**src/hdl/keypad_map.svh**
```systemverilog
/*
 * register offsets, field positions and reset values of the keypad wake unit.
 * assumes inclusion by bare name from the design files.
 */
`ifndef KEYPAD_MAP_SVH
`define KEYPAD_MAP_SVH

`define KP_OFS_STATUS_CONTROL 5'h00
`define KP_OFS_PIN_ENABLE     5'h04
`define KP_OFS_EVENT_STATUS   5'h08
`define KP_OFS_EVENT_CLEAR    5'h0c
`define KP_OFS_EVENT_ENABLE   5'h10
`define KP_OFS_LOW_POWER      5'h14

`define KP_BIT_MODE           0
`define KP_BIT_IRQ_EN         1
`define KP_BIT_ACK            2
`define KP_BIT_FLAG           3
`define KP_POL_LSB            4
`define KP_POL_MSB            7
`define KP_FIXED_MSB          3

`define KP_BIT_STOP           0
`define KP_BIT_WAIT           1

`define KP_EVT_FLAG           0
`define KP_EVT_WAKE           1
`define KP_EVT_WIDTH          2

`define KP_RESET_BYTE         8'h00
`define KP_RESET_EVT          2'h0
`define KP_RESET_LP           2'h0
`define KP_RESP_OKAY          2'h0
`define KP_RESP_SLVERR        2'h2

`endif

```
**src/hdl/keypad_pkg.sv**
```systemverilog
/*
 * types shared by the keypad wake unit files.
 * assumes no surroundings beyond the map header.
 */
package keypad_pkg;
    typedef enum logic [1:0] {
        wr_idle,
        wr_resp
    } wr_state_t;
    typedef logic [7:0] byte_t;
endpackage

```
**src/hdl/keypad_detect.sv**
```systemverilog
/*
 * edge and level detection of the enabled keypad pins.
 * assumes synchronised pins of raw polarity, normalised here: low is asserted unless the invert bit is set.
 */
`timescale 1ns/1ns
`default_nettype none
module keypad_detect #(
    parameter int WIDTH = 8
) (
    // clock and reset
    input  wire logic             aclk,
    input  wire logic             aresetn,
    // configuration
    input  wire logic [WIDTH-1:0] enable,
    input  wire logic [WIDTH-1:0] invert,
    input  wire logic             level_mode,
    // pins and results
    input  wire logic [WIDTH-1:0] pins_sync,
    output logic                  edge_hit,
    output logic                  level_hit
);
    logic [WIDTH-1:0] asserted;
    logic [WIDTH-1:0] prev_q;
    logic [WIDTH-1:0] rose;
    logic [WIDTH-1:0] others_idle;
    logic             armed_q;

    // asserted level is low unless the pin is inverted to sense high
    assign asserted = enable & (pins_sync ^ ~invert);
    assign rose     = asserted & ~prev_q;
    assign others_idle = asserted & ~rose;

    always_ff @(posedge aclk) begin
        if (!aresetn) begin
            prev_q  <= '0;
            armed_q <= 1'b0;
        end else begin
            prev_q  <= asserted;
            // arms once all enabled pins are deasserted in the same cycle
            armed_q <= (armed_q | (asserted == '0)) & (enable != '0);
        end
    end

    always_comb begin
        edge_hit  = armed_q & (rose != '0) & (!level_mode | (others_idle == '0));
        level_hit = level_mode & (asserted != '0);
    end
endmodule
`default_nettype wire

```
**src/hdl/keypad_wake_unit.sv**
```systemverilog
/*
 * keypad wake unit: up to eight keypad pins, one pending flag, irq, wake,
 * pull-down enables and an AXI4-Lite register slave.
 * assumes pins are asynchronous and low-power mode is reported by software.
 */
// Design decisions made here: the register offsets and the AXI4-Lite slave port.
// Functional notes
// - eight keypad pins, the lower four always sense falling edges or low levels.
// - polarity bits 7:4 pick falling/low at 0 and rising/high at 1 for the upper pins.
// - the mode bit picks edge-only at 0 and edge-and-level at 1 for all enabled pins.
// - the read-only pending flag in bit 3 sets on any detected trigger event.
// - writing 1 to the acknowledge bit clears the flag in edge-only mode, unless an edge sets it in the same cycle.
// - in edge-and-level mode an asserted enabled pin keeps re-setting the flag.
// - the acknowledge bit 2 is write-only and reads as 0.
// - with irq enable bit 1 set an interrupt is requested while the flag is 1.
// - each pin enable bit makes its pin a keypad input, otherwise it adds nothing.
// - the pull-down enable is on for an enabled pin whose polarity selects rising.
// - a keypad event on an enabled pin wakes the processor from stop and wait.
// - a falling edge is a 1 sampled in one cycle and 0 in the next.
// - a rising edge is a 0 sampled in one cycle and 1 in the next.
// - edges count only after the pins were deasserted, and alone in level mode.
// - in stop mode the enabled inputs wake as plain levels without edge detection.
`timescale 1ns/1ns
`default_nettype none
`include "keypad_map.svh"
module keypad_wake_unit
    import keypad_pkg::*;
#(
    parameter int PINS = 8
) (
    // clock and reset
    input  wire logic        aclk,
    input  wire logic        aresetn,
    // write address channel
    input  wire logic [31:0] s_axi_awaddr,
    input  wire logic        s_axi_awvalid,
    output logic             s_axi_awready,
    // write data channel
    input  wire logic [31:0] s_axi_wdata,
    input  wire logic [3:0]  s_axi_wstrb,
    input  wire logic        s_axi_wvalid,
    output logic             s_axi_wready,
    // write response channel
    output logic [1:0]       s_axi_bresp,
    output logic             s_axi_bvalid,
    input  wire logic        s_axi_bready,
    // read address channel
    input  wire logic [31:0] s_axi_araddr,
    input  wire logic        s_axi_arvalid,
    output logic             s_axi_arready,
    // read data channel
    output logic [31:0]      s_axi_rdata,
    output logic [1:0]       s_axi_rresp,
    output logic             s_axi_rvalid,
    input  wire logic        s_axi_rready,
    // keypad pins
    input  wire logic [7:0]  keypad_pins,
    output logic [7:0]       pull_down_en,
    // processor side
    output logic             irq,
    output logic             wake_req
);
    byte_t            status_control_q;
    byte_t            pin_enable_q;
    logic [1:0]       evt_status_q;
    logic [1:0]       evt_enable_q;
    logic [1:0]       low_power_q;
    logic [7:0]       pins_sync;
    logic [7:0]       invert;
    logic             edge_hit;
    logic             level_hit;
    logic             flag_set;
    logic             wake_now;
    logic             ack_wr;
    wr_state_t        wr_state_q;
    logic             aw_have_q;
    logic             w_have_q;
    logic [31:0]      aw_addr_q;
    logic [31:0]      w_data_q;
    logic [3:0]       w_strb_q;
    logic             wr_fire;
    logic [4:0]       wr_ofs;
    logic [4:0]       rd_ofs;
    logic             wr_hit;
    logic             flag_q;
    byte_t            status_view;

    genvar g;
    generate
        for (g = 0; g < PINS; g++) begin : g_sync
            pin_sync u_sync (
                .aclk    (aclk),
                .aresetn (aresetn),
                .pin_in  (keypad_pins[g]),
                .pin_out (pins_sync[g])
            );
        end
    endgenerate

    // lower nibble sense is fixed to falling/low
    assign invert = {status_control_q[`KP_POL_MSB:`KP_POL_LSB], 4'h0};

    keypad_detect #(
        .WIDTH (PINS)
    ) u_detect (
        .aclk       (aclk),
        .aresetn    (aresetn),
        .enable     (pin_enable_q),
        .invert     (invert),
        .level_mode (status_control_q[`KP_BIT_MODE]),
        .pins_sync  (pins_sync),
        .edge_hit   (edge_hit),
        .level_hit  (level_hit)
    );

    assign flag_set = edge_hit | level_hit;
    // in stop the raw level of an enabled pin wakes, bypassing edge logic
    assign wake_now = (low_power_q[`KP_BIT_STOP] & ((pin_enable_q & (keypad_pins ^ ~invert)) != '0))
                    | ((low_power_q[`KP_BIT_STOP] | low_power_q[`KP_BIT_WAIT]) & flag_set);

    // write path: address and data accepted in either order
    assign wr_fire = aw_have_q & w_have_q & (wr_state_q == wr_idle);
    assign wr_ofs  = aw_addr_q[4:0];
    assign rd_ofs  = s_axi_araddr[4:0];
    // only aligned words up to the low power register are mapped
    assign wr_hit  = (aw_addr_q[31:5] == '0) & (wr_ofs[1:0] == 2'h0)
                   & (wr_ofs <= `KP_OFS_LOW_POWER);
    assign ack_wr  = wr_fire & wr_hit & (wr_ofs == `KP_OFS_STATUS_CONTROL)
                   & w_strb_q[0] & w_data_q[`KP_BIT_ACK];

    always_ff @(posedge aclk) begin
        if (!aresetn) begin
            aw_have_q     <= 1'b0;
            w_have_q      <= 1'b0;
            aw_addr_q     <= '0;
            w_data_q      <= '0;
            w_strb_q      <= '0;
            s_axi_awready <= 1'b0;
            s_axi_wready  <= 1'b0;
        end else begin
            s_axi_awready <= ~aw_have_q & ~s_axi_awready & s_axi_awvalid & (wr_state_q == wr_idle);
            s_axi_wready  <= ~w_have_q & ~s_axi_wready & s_axi_wvalid & (wr_state_q == wr_idle);
            if (s_axi_awvalid & s_axi_awready) begin
                aw_have_q <= 1'b1;
                aw_addr_q <= s_axi_awaddr;
            end else if (wr_fire) begin
                aw_have_q <= 1'b0;
            end
            if (s_axi_wvalid & s_axi_wready) begin
                w_have_q <= 1'b1;
                w_data_q <= s_axi_wdata;
                w_strb_q <= s_axi_wstrb;
            end else if (wr_fire) begin
                w_have_q <= 1'b0;
            end
        end
    end

    always_ff @(posedge aclk) begin
        if (!aresetn) begin
            wr_state_q   <= wr_idle;
            s_axi_bvalid <= 1'b0;
            s_axi_bresp  <= `KP_RESP_OKAY;
        end else begin
            unique case (wr_state_q)
                wr_idle: begin
                    if (wr_fire) begin
                        wr_state_q   <= wr_resp;
                        s_axi_bvalid <= 1'b1;
                        s_axi_bresp  <= wr_hit ? `KP_RESP_OKAY : `KP_RESP_SLVERR;
                    end
                end
                wr_resp: begin
                    if (s_axi_bready) begin
                        wr_state_q   <= wr_idle;
                        s_axi_bvalid <= 1'b0;
                    end
                end
            endcase
        end
    end

    // configuration registers
    always_ff @(posedge aclk) begin
        if (!aresetn) begin
            status_control_q <= `KP_RESET_BYTE;
            pin_enable_q     <= `KP_RESET_BYTE;
            evt_enable_q     <= `KP_RESET_EVT;
            low_power_q      <= `KP_RESET_LP;
        end else if (wr_fire & wr_hit & w_strb_q[0]) begin
            unique case (wr_ofs)
                `KP_OFS_STATUS_CONTROL: begin
                    status_control_q[`KP_POL_MSB:`KP_POL_LSB] <= w_data_q[`KP_POL_MSB:`KP_POL_LSB];
                    status_control_q[`KP_BIT_IRQ_EN] <= w_data_q[`KP_BIT_IRQ_EN];
                    status_control_q[`KP_BIT_MODE]   <= w_data_q[`KP_BIT_MODE];
                end
                `KP_OFS_PIN_ENABLE:   pin_enable_q <= w_data_q[7:0];
                `KP_OFS_EVENT_ENABLE: evt_enable_q <= w_data_q[1:0];
                `KP_OFS_LOW_POWER:    low_power_q  <= w_data_q[1:0];
                default: ;
            endcase
        end
    end

    // pending flag: a set in the same cycle as the acknowledge wins
    always_ff @(posedge aclk) begin
        if (!aresetn) begin
            flag_q <= 1'b0;
        end else if (flag_set) begin
            flag_q <= 1'b1;
        end else if (ack_wr) begin
            flag_q <= 1'b0;
        end
    end

    // read view of the status/control register: flag merged in, acknowledge reads 0
    always_comb begin
        status_view                 = status_control_q;
        status_view[`KP_BIT_FLAG]   = flag_q;
        status_view[`KP_BIT_ACK]    = 1'b0;
    end

    // sticky events: flag set and wake request
    always_ff @(posedge aclk) begin
        if (!aresetn) begin
            evt_status_q <= `KP_RESET_EVT;
        end else begin
            for (int i = 0; i < `KP_EVT_WIDTH; i++) begin
                if ((i == `KP_EVT_FLAG && flag_set) || (i == `KP_EVT_WAKE && wake_now)) begin
                    evt_status_q[i] <= 1'b1;
                end else if (wr_fire & wr_hit & w_strb_q[0]
                             & (wr_ofs == `KP_OFS_EVENT_CLEAR) & w_data_q[i]) begin
                    evt_status_q[i] <= 1'b0;
                end
            end
        end
    end

    // outputs
    always_ff @(posedge aclk) begin
        if (!aresetn) begin
            irq          <= 1'b0;
            wake_req     <= 1'b0;
            pull_down_en <= '0;
        end else begin
            irq          <= (status_control_q[`KP_BIT_IRQ_EN] & flag_q)
                          | ((evt_status_q & evt_enable_q) != '0);
            wake_req     <= wake_now;
            pull_down_en <= pin_enable_q & invert;
        end
    end

    // read path
    always_ff @(posedge aclk) begin
        if (!aresetn) begin
            s_axi_arready <= 1'b0;
            s_axi_rvalid  <= 1'b0;
            s_axi_rdata   <= '0;
            s_axi_rresp   <= `KP_RESP_OKAY;
        end else begin
            s_axi_arready <= ~s_axi_arready & ~s_axi_rvalid & s_axi_arvalid;
            if (s_axi_arvalid & s_axi_arready) begin
                s_axi_rvalid <= 1'b1;
                s_axi_rresp  <= `KP_RESP_OKAY;
                s_axi_rdata  <= '0;
                if (s_axi_araddr[31:5] != '0) begin
                    s_axi_rresp <= `KP_RESP_SLVERR;
                end else begin
                    unique case (rd_ofs)
                        `KP_OFS_STATUS_CONTROL: s_axi_rdata <= {24'h0, status_view};
                        `KP_OFS_PIN_ENABLE:     s_axi_rdata <= {24'h0, pin_enable_q};
                        `KP_OFS_EVENT_STATUS:   s_axi_rdata <= {30'h0, evt_status_q};
                        `KP_OFS_EVENT_CLEAR:    s_axi_rdata <= '0;
                        `KP_OFS_EVENT_ENABLE:   s_axi_rdata <= {30'h0, evt_enable_q};
                        `KP_OFS_LOW_POWER:      s_axi_rdata <= {30'h0, low_power_q};
                        default:                s_axi_rresp <= `KP_RESP_SLVERR;
                    endcase
                end
            end else if (s_axi_rvalid & s_axi_rready) begin
                s_axi_rvalid <= 1'b0;
            end
        end
    end
endmodule
`default_nettype wire

```
**src/hdl/pin_sync.sv**
```systemverilog
/*
 * two-stage synchroniser for one keypad pin.
 * assumes the pin may change at any time relative to aclk.
 */
`timescale 1ns/1ns
`default_nettype none
module pin_sync (
    // clock and reset
    input  wire logic aclk,
    input  wire logic aresetn,
    // pin
    input  wire logic pin_in,
    output logic      pin_out
);
    logic meta_q;

    always_ff @(posedge aclk) begin
        if (!aresetn) begin
            meta_q  <= 1'b1;
            pin_out <= 1'b1;
        end else begin
            meta_q  <= pin_in;
            pin_out <= meta_q;
        end
    end
endmodule
`default_nettype wire

```
**config.mk**
```make
export PLATFORM = sky130hd
export DESIGN_NAME = keypad_wake_unit
export DESIGN_NICKNAME = d
export VERILOG_FILES = /design/src/hdl/keypad_pkg.sv /design/src/hdl/keypad_detect.sv /design/src/hdl/keypad_wake_unit.sv /design/src/hdl/pin_sync.sv
export VERILOG_INCLUDE_DIRS = /design/src /design/src/hdl
export SDC_FILE = /design/constraint.sdc
export NUM_CORES = 1
export LEC_CHECK = 0
export BUFFER_PORTS_ARGS = -buffer_cell sky130_fd_sc_hd__buf_2
export CELL_PAD_IN_SITES_DETAIL_PLACEMENT = 0
export CELL_PAD_IN_SITES_GLOBAL_PLACEMENT = 1
export CORE_AREA = 2 2 85 149
export DETAILED_ROUTE_END_ITERATION = 16
export DIE_AREA = 0 0 87 151
export GPL_TIMING_DRIVEN = 0
export HOLD_SLACK_MARGIN = 0.08
export PLACE_DENSITY = 0.93
export SYNTH_ARGS = -nofsm -noshare
export SYNTH_HDL_FRONTEND = slang
export SYNTH_SLANG_ARGS = --single-unit
export TNS_END_PERCENT = 50
```
**constraint.sdc**
```tcl
create_clock -name aclk -period 3.22 [get_ports aclk]
set_input_delay 0.322 -clock aclk [delete_from_list [all_inputs] [get_ports aclk]]
set_output_delay 0.322 -clock aclk [all_outputs]
set_load 0.005 [all_outputs]
```
* Word level (Yosys, flattened, before mapping)
Cells that the tools add are included.
** Word-level totals
- Bits in registers :: 142
- Output and inout port bits :: 51
- Input port bits :: 115
- Logic and storage cells :: 158
** Cells by class
- Equality and inequality tests :: 12
- Order comparisons :: 1
- Reduce and logical (&&, ||, !) cells :: 27
- Multiplexer cells :: 22
- Bitwise gates (word level) :: 54
** Operators with widths (number)
- $and 8x8->8 :: 5
- $pmux 8 s5 :: 1
- $reduce_bool 8->1 :: 4
- $and 1x1->1 :: 31
- $logic_not 27->1 :: 1
- $reduce_bool 27->1 :: 1
- $not 8->8 :: 3
- $eq 5x5->1 const B :: 4
- $logic_not 8->1 :: 2
- $xor 8x8->8 :: 2
- $eq 5x4->1 const B :: 3
- $reduce_bool 2->1 :: 7
- $mux 1 :: 13
- $reduce_and 2->1 :: 6
- $eq 5x3->1 const B :: 2
- $logic_not 5->1 :: 2
- $mux 2 :: 5
- $mux 8 :: 1
- $not 1->1 :: 6
- $or 1x1->1 :: 6
- $reduce_or 6->1 :: 1
- $le 5x5->1 const B :: 1
- $logic_not 2->1 :: 2
- $ne 2x2->1 const B :: 2
- other kinds (5) :: 5

* Logic depth before layout (Yosys ltp)
Gate-level depths: netlist of the first run.
- Depth after elaboration :: 13
- Depth in mapped cells :: 7
- Depth with buffers taken out :: 6

* Modules after synthesis
From an unflattened synthesis of the first run, not the netlist that was laid out.
** Second synthesis, totals
- Cell total of the unflattened synthesis :: 523
- Area, all modules :: 4702.0 um2
** Modules (own cells, without submodules)
- keypad_wake_unit :: area each 3789.9 um2, times used 1, seq. area each 1701.6 um2, cells each 432
- keypad_detect :: area each 491.7 um2, times used 1, seq. area each 180.2 um2, cells each 59
- pin_sync :: area each 52.6 um2, times used 8, seq. area each 40.0 um2, cells each 4

* Worst setup path before layout of the first run
No wires, ideal clock.
- Kind :: input-to-reg
- From :: in s_axi_araddr[9]
- To :: reg s_axi_rdata[2]
- Arrival time :: 1.817 ns
- Required time :: 3.155 ns
- Slack :: 1.338 ns
- Stages on the path :: 7
- Setup time :: 0.065 ns
- Cells stage by stage :: or4_1 nor4_1 nand4_1 or3_1 clkbuf_2 a2bb2oi_1 nor2_1
** On the way
- Word-level cells in the longest chain between the ends :: 2
** RTL lines
- start, declared :: RTL line keypad_wake_unit.sv:48 : input wire logic [31:0] s_axi_araddr,
- $reduce_bool 27->1 :: RTL line keypad_wake_unit.sv:266 : if (s_axi_araddr[31:5] != '0) begin
- $mux 8 :: RTL line keypad_wake_unit.sv:266
- end signal, assigned :: RTL line keypad_wake_unit.sv:270 : `KP_OFS_STATUS_CONTROL: s_axi_rdata <= {24'h0, status_view};
- end signal, assigned :: RTL line keypad_wake_unit.sv:271 : `KP_OFS_PIN_ENABLE: s_axi_rdata <= {24'h0, pin_enable_q};
- end signal, assigned :: RTL line keypad_wake_unit.sv:272 : `KP_OFS_EVENT_STATUS: s_axi_rdata <= {30'h0, evt_status_q};
- end, declared :: RTL line keypad_wake_unit.sv:52 : output logic [31:0] s_axi_rdata,
Every way passes these cells.
A chain may end at the register's enable or synchronous reset.

* Worst setup path after layout of the first run
- From :: reg aw_addr_q[23]
- To :: reg status_control_q[7]
** On the way
- Word-level cells in the longest chain between the ends :: 6
** RTL lines
- start, declared :: RTL line keypad_wake_unit.sv:78 : logic [31:0] aw_addr_q;
- start signal, assigned :: RTL line keypad_wake_unit.sv:145 : aw_addr_q <= s_axi_awaddr;
- $logic_not 27->1 :: RTL line keypad_wake_unit.sv:126 : assign wr_hit = (aw_addr_q[31:5] == '0) & (wr_ofs[1:0] == 2'h0)
- $and 1x1->1 (2 in series) :: RTL line keypad_wake_unit.sv:126
- $and 1x1->1 (2 in series) :: RTL line keypad_wake_unit.sv:190 : end else if (wr_fire & wr_hit & w_strb_q[0]) begin
- $reduce_and 2->1 (no line)
- end signal, assigned by index :: RTL line keypad_wake_unit.sv:193 : status_control_q[`KP_POL_MSB:`KP_POL_LSB] <= w_data_q[`KP_POL_MSB:`KP_POL_LSB];
- end signal, assigned by index :: RTL line keypad_wake_unit.sv:194 : status_control_q[`KP_BIT_IRQ_EN] <= w_data_q[`KP_BIT_IRQ_EN];
- end signal, assigned by index :: RTL line keypad_wake_unit.sv:195 : status_control_q[`KP_BIT_MODE] <= w_data_q[`KP_BIT_MODE];
- end, declared :: RTL line keypad_wake_unit.sv:63 : byte_t status_control_q;
Every way passes these cells.

==> metrics, run 1 <==
setup bufs post-CTS 0; leading post-synthesis cells by cell area dfxtp_1 (48%), nand2_1 (8.7%), a21oi_1 (5.7%); CTS tree done; DP Wirelength 9.706 mm; H-tree depth 3; status finished, final reports clean; Hold Violations, Final 0; vias in the first global route a little over 4,000; Cell Pwr Density about 470 nW/um^2; internal power 2.079 mW; final setup vio count 0; Num Clock Sinks between 100 and 150; initial antenna violation count 0; Worst EP required 3500 ps; nets just under 800; Slew @ Worst Pin 691.3 ps; CP Class reg2reg; Fin Setup TNS 0 ps; EDFF count, synth 0; CTS buffer count 9; core area around 12,000 um^2; final routed DRC violation total 0; GRT Total Usage between 10% and 20%; Synth top area share around half; largest net degree at the start of global routing 17; setup ws final 926.3 ps; endpoint type of the worst setup path flip-flop; fmax between 400 and 500 MHz; top-level port count 166; Post-Syn Instances between 500 and 600; row count between 50 and 60; Max Cap Viol 0; count leader, synth dfxtp_1; RSZ-0062 raised after global routing false; synth cell count leaders dfxtp_1 (110), nand2_1 (106), a21oi_1 (52); input/output buffers 107; antenna cells 0; area grow syn2layout 24.07%; post-layout util 47.92%; startpoint types flip-flop; synth warn 0; worst skew pair latency between 300 and 400 ps; Synth Flop Type dfxtp_1; Hold WC Path Type in2reg; Tot Pwr around 2.7 mW; Top Usage Layer GRT met2; average vias per placed instance just under 5; Post-CTS Resized 0; Inst Count DP roughly 800; Critical-path top delay cell nor4_4; grt met2 use 34.89%; Post-CTS Hold Fix Bufs 0; crit path max fanout 7; Initial DRT Pass Iterations 6; post-route cell area between 5000 and 6000 um^2; Detail Route Antenna Nets 0; static leakage roughly 2.5 nW; met3 usage 2.888%; switching pwr 0.6128 mW; crit share post-route between 70 and 80%; GR met1 Demand/Resource approximately 18%; drt total wl roughly 12 mm; Max VDD drop 0.2894 mV; DP Area around 5400 um^2; register share of total power between 50% and 60%; drt wl/cell ~15 um; Pins Over Slew Limit 0; first-pass GRT wire length between 15 and 20 mm; Hold WS 170.0 ps; Clk network pwr share about two fifths; via count approximately 4,000; Root Driver clkbuf_16; synthesized area approximately 4600 um^2; die area about 13,000 um^2; min Tclk post-route roughly 2300 ps; crit path DAT ~2600 ps; clock slew at the register clock pins of the worst setup and hold paths ~70 ps; total of fill cells in the finished design between 1,000 and 1,500; Slew headroom about 54%; grt total ovfl 0; net switching fraction of the power around 23%; Synth area leader dfxtp_1; Max stage delay on crit path 530 ps; synthesized area per cell 8.782 um^2; Post-synth ARST share 0%; layout cells sized above 1 between 20% and 30%; Clock Skews about 4.7 ps; setup slack at placement 930.6 ps; CTS max path bufs 2; DR iter-0 viols around 180; Die Y ~150 um; final std cells w/o fill 811; Crit path top cell by count nor4_2; Synth Register Bits 110; Comb pwr share 8.0%; gp weighted congestion about 0.91; sequential element share of the synthesized area about 48%; chip width 87 um; Initial Util around two fifths; worst-path cell chain nor4_2 -> nand4_1 -> nor4_2 -> nand3_2 -> nor4_4 -> mux2i_1; Yosys cell types 47
-- worst max-delay path: cells and delay by family (launching register included) --
| kind | cells | cell delay [ps] |
|---|---|---|
| mux | 1 | 260 |
| simple gates | 5 | 1630 |
| flops | 1 | 330 |
-- sequential cells by signal, summed over array words and instances (netlist names), 2 cells and up --
signal	count
pull_down_en	4
evt_enable_q	2
evt_status_q	2
w_data_q	8
pin_enable_q	8
aw_addr_q	32
status_control_q	6
g_sync.u_sync.meta_q	8
low_power_q	2
s_axi_rdata	8
u_detect.prev_q	8
g_sync.u_sync.pin_out	8
-- cells by family (layout without fill, tap and decap cells) --
family | after synthesis | count (layout) | share of synthesized area [%]
DFF | 110 | 110 | 48.03
xor gates and xnor gates | 8 | 8 | 1.528
and+or+nand+nor | 225 | 225 | 25.05
AOI/OAI and AO/OA | 82 | 82 | 10.97
buffers and inverters | 71 | 194 | 8.324
other | 1 | 30 | 0.08180
muxes | 25 | 25 | 6.004
-- final cells by class --
type | count | area, um^2 | area share [%]
Inverter | 16 | 60.06 | 1.056
Clock buffer | 13 | 270.3 | 4.751
Multi-Input combinational cell | 370 | 2110 | 37.09
Tap cell | 137 | 171.4 | 3.014
Timing Repair Buffer | 107 | 535.5 | 9.415
Sequential cell | 110 | 2202 | 38.72
Buffer | 55 | 321.6 | 5.653
Clock inverter | 3 | 17.52 | 0.3080
-- routing by layer --
layer	vias to the layer above	routed length [um]
met5	-	0
met4	0	674
met3	50	563
met2	149	6728
met1	1818	4245
li1	2010	-
-- power by group through the flow --
stage          Combinational [mW]  Clock [mW]  Sequential [mW]
3_5_place_dp                0.216           0             1.44
5_1_grt                     0.239        1.13             1.41
2_1_floorplan               0.124           0             1.44
6_report                    0.216        1.06             1.41
4_1_cts                     0.217        1.08             1.41
3_3_place_gp                0.211           0             1.44
-- final timing paths --
path	end	slack, ps	depth (start not counted)	from
max	status_control_q[7]	930	6	aw_addr_q[23]
min	g_sync[3].u_sync.meta_q	170	3	keypad_pins[3]
max reg2reg	status_control_q[7]	930	6	aw_addr_q[23]
min reg2reg	g_sync[7].u_sync.pin_out	410	1	g_sync[7].u_sync.meta_q
-- placed cells by master, fill, tap and decap left out, drive strengths merged, types with 8 or more instances in the layout --
master	Yosys	routed
nand2	106	106
xnor2	8	8
dfxtp	110	110
nand3	9	9
nor4	17	17
clkbuf	24	37
inv	15	15
mux2i	23	23
conb	1	30
a21oi	52	52
nand2b	19	19
buf	31	138
nor2	29	29
Note: power is estimated with default switching activity, not from simulation.
==> run 2: changes to the inputs <==
CORE_AREA = 2 2 89 155   (was 2 2 85 149)
DIE_AREA = 0 0 91 157   (was 0 0 87 151)
PLACE_DENSITY = 0.87   (was 0.93)
clock period = 2.3 ns   (was 3.22 ns; I/O delays follow)
==> metrics, run 2 (same netlist as run 1, synthesis figures left out) <==
gp weighted congestion roughly 0.91; GRT Total Usage 16.80%; top-level port count about 170; DP Wirelength 9.657 mm; nets roughly 790; die area ~14,000 um^2; Worst EP required about 2600 ps; DR iter-0 viols roughly 230; crit share post-route ~95%; Initial Util 35.44%; CTS max path bufs 2; largest net degree at the start of global routing 16; crit path DAT roughly 2500 ps; Max Cap Viol 0; Num Clock Sinks 110; worst skew pair latency ~340 ps; worst-path cell chain nor4_2 -> nand4_1 -> nor4_2 -> nand3_2 -> nor4_4 -> buf_4 -> mux2i_1; Initial DRT Pass Iterations 6; Largest Register aw_addr_q; layout cells sized above 1 between 20% and 30%; startpoint types flip-flop; clock slew at the register clock pins of the worst setup and hold paths 70 ps; RSZ-0062 raised after global routing true; final setup vio count 0; endpoint type of the worst setup path flip-flop; grt total ovfl 0; chip width approximately 91 um; fmax 459.9 MHz; drt wl/cell between 10 and 15 um; H-tree depth 3; Die Y approximately 160 um; commonest non-fill, non-tap cells in the layout dfxtp_1 (110), buf_2 (107), nand2_1 (105); final routed DRC violation total 0; Slew @ Worst Pin around 650 ps; CTS tree done; via count 4,040; Max VDD drop around 0.36 mV; average vias per placed instance approximately 4.8; reg-to-reg slack, setup around 130 ps; antenna cells 0; Largest register FFs 32; Clock Skews about 3.7 ps; Cell Pwr Density about 650 nW/um^2; input/output buffers about 110; setup slack at placement -15.40 ps; area grow syn2layout 25.68%; Tot Pwr ~3.7 mW; CP Class reg2reg; vias in the first global route 4,014; initial antenna violation count 0; Hold Violations, Final 0; most common cell after layout, fill and taps aside dfxtp_1; crit path max fanout 7; static leakage between 2 and 2.5 nW; setup ws final roughly 130 ps; min Tclk post-route 2174 ps; Detail Route Antenna Nets 0; Slew headroom 56.67%; Max stage delay on crit path around 400 ps; core area roughly 13,000 um^2; Crit path top cell by count nor4_2; Critical-path top delay cell nor4_2; CTS buffer count 9; status finished, final reports clean; Hold WC Path Type in2reg; Root Driver clkbuf_16; drt total wl about 12 mm; first-pass GRT wire length approximately 19 mm; row count 55; Pins Over Slew Limit 0
run 2: worst paths after layout:
check / start / to / depth (start not counted)
worst max-delay path: aw_addr_q[23] / status_control_q[5] / 7
worst min-delay path: keypad_pins[0] / g_sync[0].u_sync.meta_q / 2
worst max register to register: aw_addr_q[23] / status_control_q[5] / 7
worst min register to register: g_sync[3].u_sync.meta_q / g_sync[3].u_sync.pin_out / 1
run 2: metrics by stage:
step	instances	setup TNS (ps)	hold slack [ps]	util, %	cell area, um^2
2_1_floorplan	551	0	326.2	-	4693
3_3_place_gp	829	0	397.6	42.07	5443
3_5_place_dp	829	-15.40	399.3	42.07	5443
4_1_cts	846	-5.201	88.41	44.39	5743
5_1_grt	847	-54.92	103.5	44.54	5762
6_report	847	0	96.11	44.54	5762
run 2: what timing repair did:
action / in CTS / in global routing
endpoints found under the setup margin: 2 / 12
hold buffers: 1 / 0
hold endpoints to repair: 1 / 0
pin swaps: 0 / 1
gates resized for setup: 1 / 2
buffers inserted: 0 / 1
cloned: 0 / 0
run 2: per-layer routing:
metal  global-route usage [%]  vias up  wire length, um
met5                        0        -                0
met1                    15.74     1848             4355
met3                    3.255       30              546
met4                    8.369        0              409
met2                    33.79      136             6859
li1                         -     2026                -
run 2: critical path, delay by kind of cell (launching register included):
kind / cells / cell delay [ps]
buffers and inverters: 1 / 220
DFF: 1 / 320
muxes: 1 / 200
and+or+nand+nor: 5 / 1350
run 2: report_power, final:
group	switching, mW	total (mW)	internal (mW)
clock	0.639	1.46	0.826
combinational	0.163	0.308	0.144
sequential	0.0284	1.98	1.95
total	0.831	3.75	2.92
run 2: area by class of cell:
cell class / instances / area [um^2]
fill: 1340 / 7176
tap: 171 / 214.0
inverter: 16 / 60.06
multi-input combinational: 370 / 2130
clock buffer: 16 / 281.5
sequential: 110 / 2202
timing repair buffer: 109 / 553.0
buffer: 55 / 321.6
==> run 3: changes to the inputs <==
GPL_TIMING_DRIVEN = default   (was 0)
==> metrics, run 3 (same netlist as run 1, synthesis figures left out) <==
status finished, final reports clean; setup bufs post-CTS 0; drt total wl ~11 mm; final routed DRC violation total 0; Fin Setup TNS 0 ps; first-pass GRT wire length roughly 18 mm; Initial DRT Pass Iterations 7; Pins Over Slew Limit 0; gp weighted congestion 0.8696; core area 12,940 um^2; chip width approximately 91 um; min Tclk post-route between 2000 and 2500 ps; DP Wirelength 8.443 mm; Hold WS roughly 96 ps; Clk network pwr share a little over two fifths; largest net degree at the start of global routing 47; CTS buffer count 9; grt met2 use between 30 and 40%; Inst Count DP about 780; row count 55; die area about 14,000 um^2; crit path max fanout 2; Slew @ Worst Pin around 700 ps; Root Driver clkbuf_16; total of fill cells in the finished design between 1,000 and 1,500; commonest non-fill, non-tap cells in the layout dfxtp_1 (110), buf_2 (108), nand2_1 (106); drt wl/cell between 10 and 15 um; GR met1 Demand/Resource 15.99%; DP Area roughly 5200 um^2; crit path DAT approximately 2400 ps; final setup vio count 0; register share of total power 51.1%; antenna cells 0; Hold WC Path Type in2reg; nets 741; Largest Register aw_addr_q; CTS tree done; worst-path cell chain nor4_2 -> nand4_1 -> nor4_2 -> nand3_2 -> or4_4 -> mux2i_1; startpoint types flip-flop; Cell Pwr Density about 700 nW/um^2; Post-CTS Hold Fix Bufs 2; switching pwr 0.8640 mW; Crit path top cell by count nor4_2; Critical-path top delay cell or4_4; static leakage approximately 2.3 nW; net switching fraction of the power between 20 and 25%; post-route cell area between 5000 and 6000 um^2; initial antenna violation count 0; most common cell after layout, fill and taps aside dfxtp_1; CP Class reg2reg; Max VDD drop between 0.4 and 0.5 mV; area grow syn2layout 20.99%; vias in the first global route around 3,700; Post-CTS Resized 0; Initial Util 35.44%; grt total ovfl 0; GRT Total Usage between 10% and 20%; Comb pwr share 6.7%; Top Usage Layer GRT met2; Detail Route Antenna Nets 0; clock slew at the register clock pins of the worst setup and hold paths ~70 ps; Slew headroom between 50% and 60%; top-level port count ~170; FF+latch area approximately 2200 um^2; Largest register FFs 32; fmax about 470 MHz; H-tree depth 3; Worst EP required 2540 ps; met3 usage between 3 and 4%; setup slack at placement 155.9 ps; via count between 3,000 and 4,000; Max stage delay on crit path 450 ps; Multi-input gate area 2110 um^2; Clock Skews roughly 8.1 ps; layout cells sized above 1 approximately a quarter; RSZ-0062 raised after global routing false; final std cells w/o fill 802; Max Cap Viol 0; Num Clock Sinks between 100 and 150; input/output buffers 108; CTS max path bufs 2; average vias per placed instance around 4.7; Hold Violations, Final 0; DR iter-0 viols ~200; internal power approximately 3 mW; crit share post-route between 90% and 100%; endpoint type of the worst setup path flip-flop; Die Y around 160 um; worst skew pair latency about 350 ps; setup ws final about 150 ps
## run 3: cell types whose count changed in the layout (fill, tap and decap cells not counted), sizes merged
cell	previous run	this run
clkinvlp	0	2
dlygate4sd3	1	2
inv	15	16
buf	139	117
bufinv	0	1
clkbuf	40	12
## run 3: layer usage
layer  routed length [um]  vias up
met1                 4286     1749
met2                 6261       92
met3                  450       11
met4                  172        0
li1                     -     1919
met5                    0        -
## run 3: area by class of cell
type                       count  area share, %
inverter                      16          1.083
tap                          171          3.857
sequential                   110          39.70
clock buffer                  12          4.805
clock inverter                 4         0.9700
multi-input combinational    370          38.03
timing repair buffer         119          11.55
## run 3: worst max-delay path, delay by kind of cell, from the launching register on
family	cells	cell delay, ps
and+or+nand+nor	5	1580
muxes	1	130
DFF	1	320
## run 3: worst paths after layout
path | startpoint | endpoint | slack, ps | depth (start not counted)
setup / recovery | aw_addr_q[23] | evt_enable_q[1] | 150 | 6
hold / removal | keypad_pins[5] | g_sync[5].u_sync.meta_q | 100 | 2
setup reg to reg | aw_addr_q[23] | evt_enable_q[1] | 150 | 6
hold reg to reg | g_sync[7].u_sync.meta_q | g_sync[7].u_sync.pin_out | 410 | 1
## run 3: power groups by stage
stage               combinational [mW]  clock [mW]  sequential, mW
CTS                              0.260        1.66            1.97
finish                           0.257        1.63            1.97
detailed placement               0.256           0            2.02
floorplan                        0.173           0            2.01
global placement                 0.250           0            2.02
global route                     0.290        1.73            1.98
## run 3: metrics by stage
step	util, %	power, mW
after floorplan	-	2.184
after global placement	40.24	2.266
after detailed placement	40.24	2.274
after CTS	42.87	3.898
after global routing	42.87	4.002
final	42.87	3.860
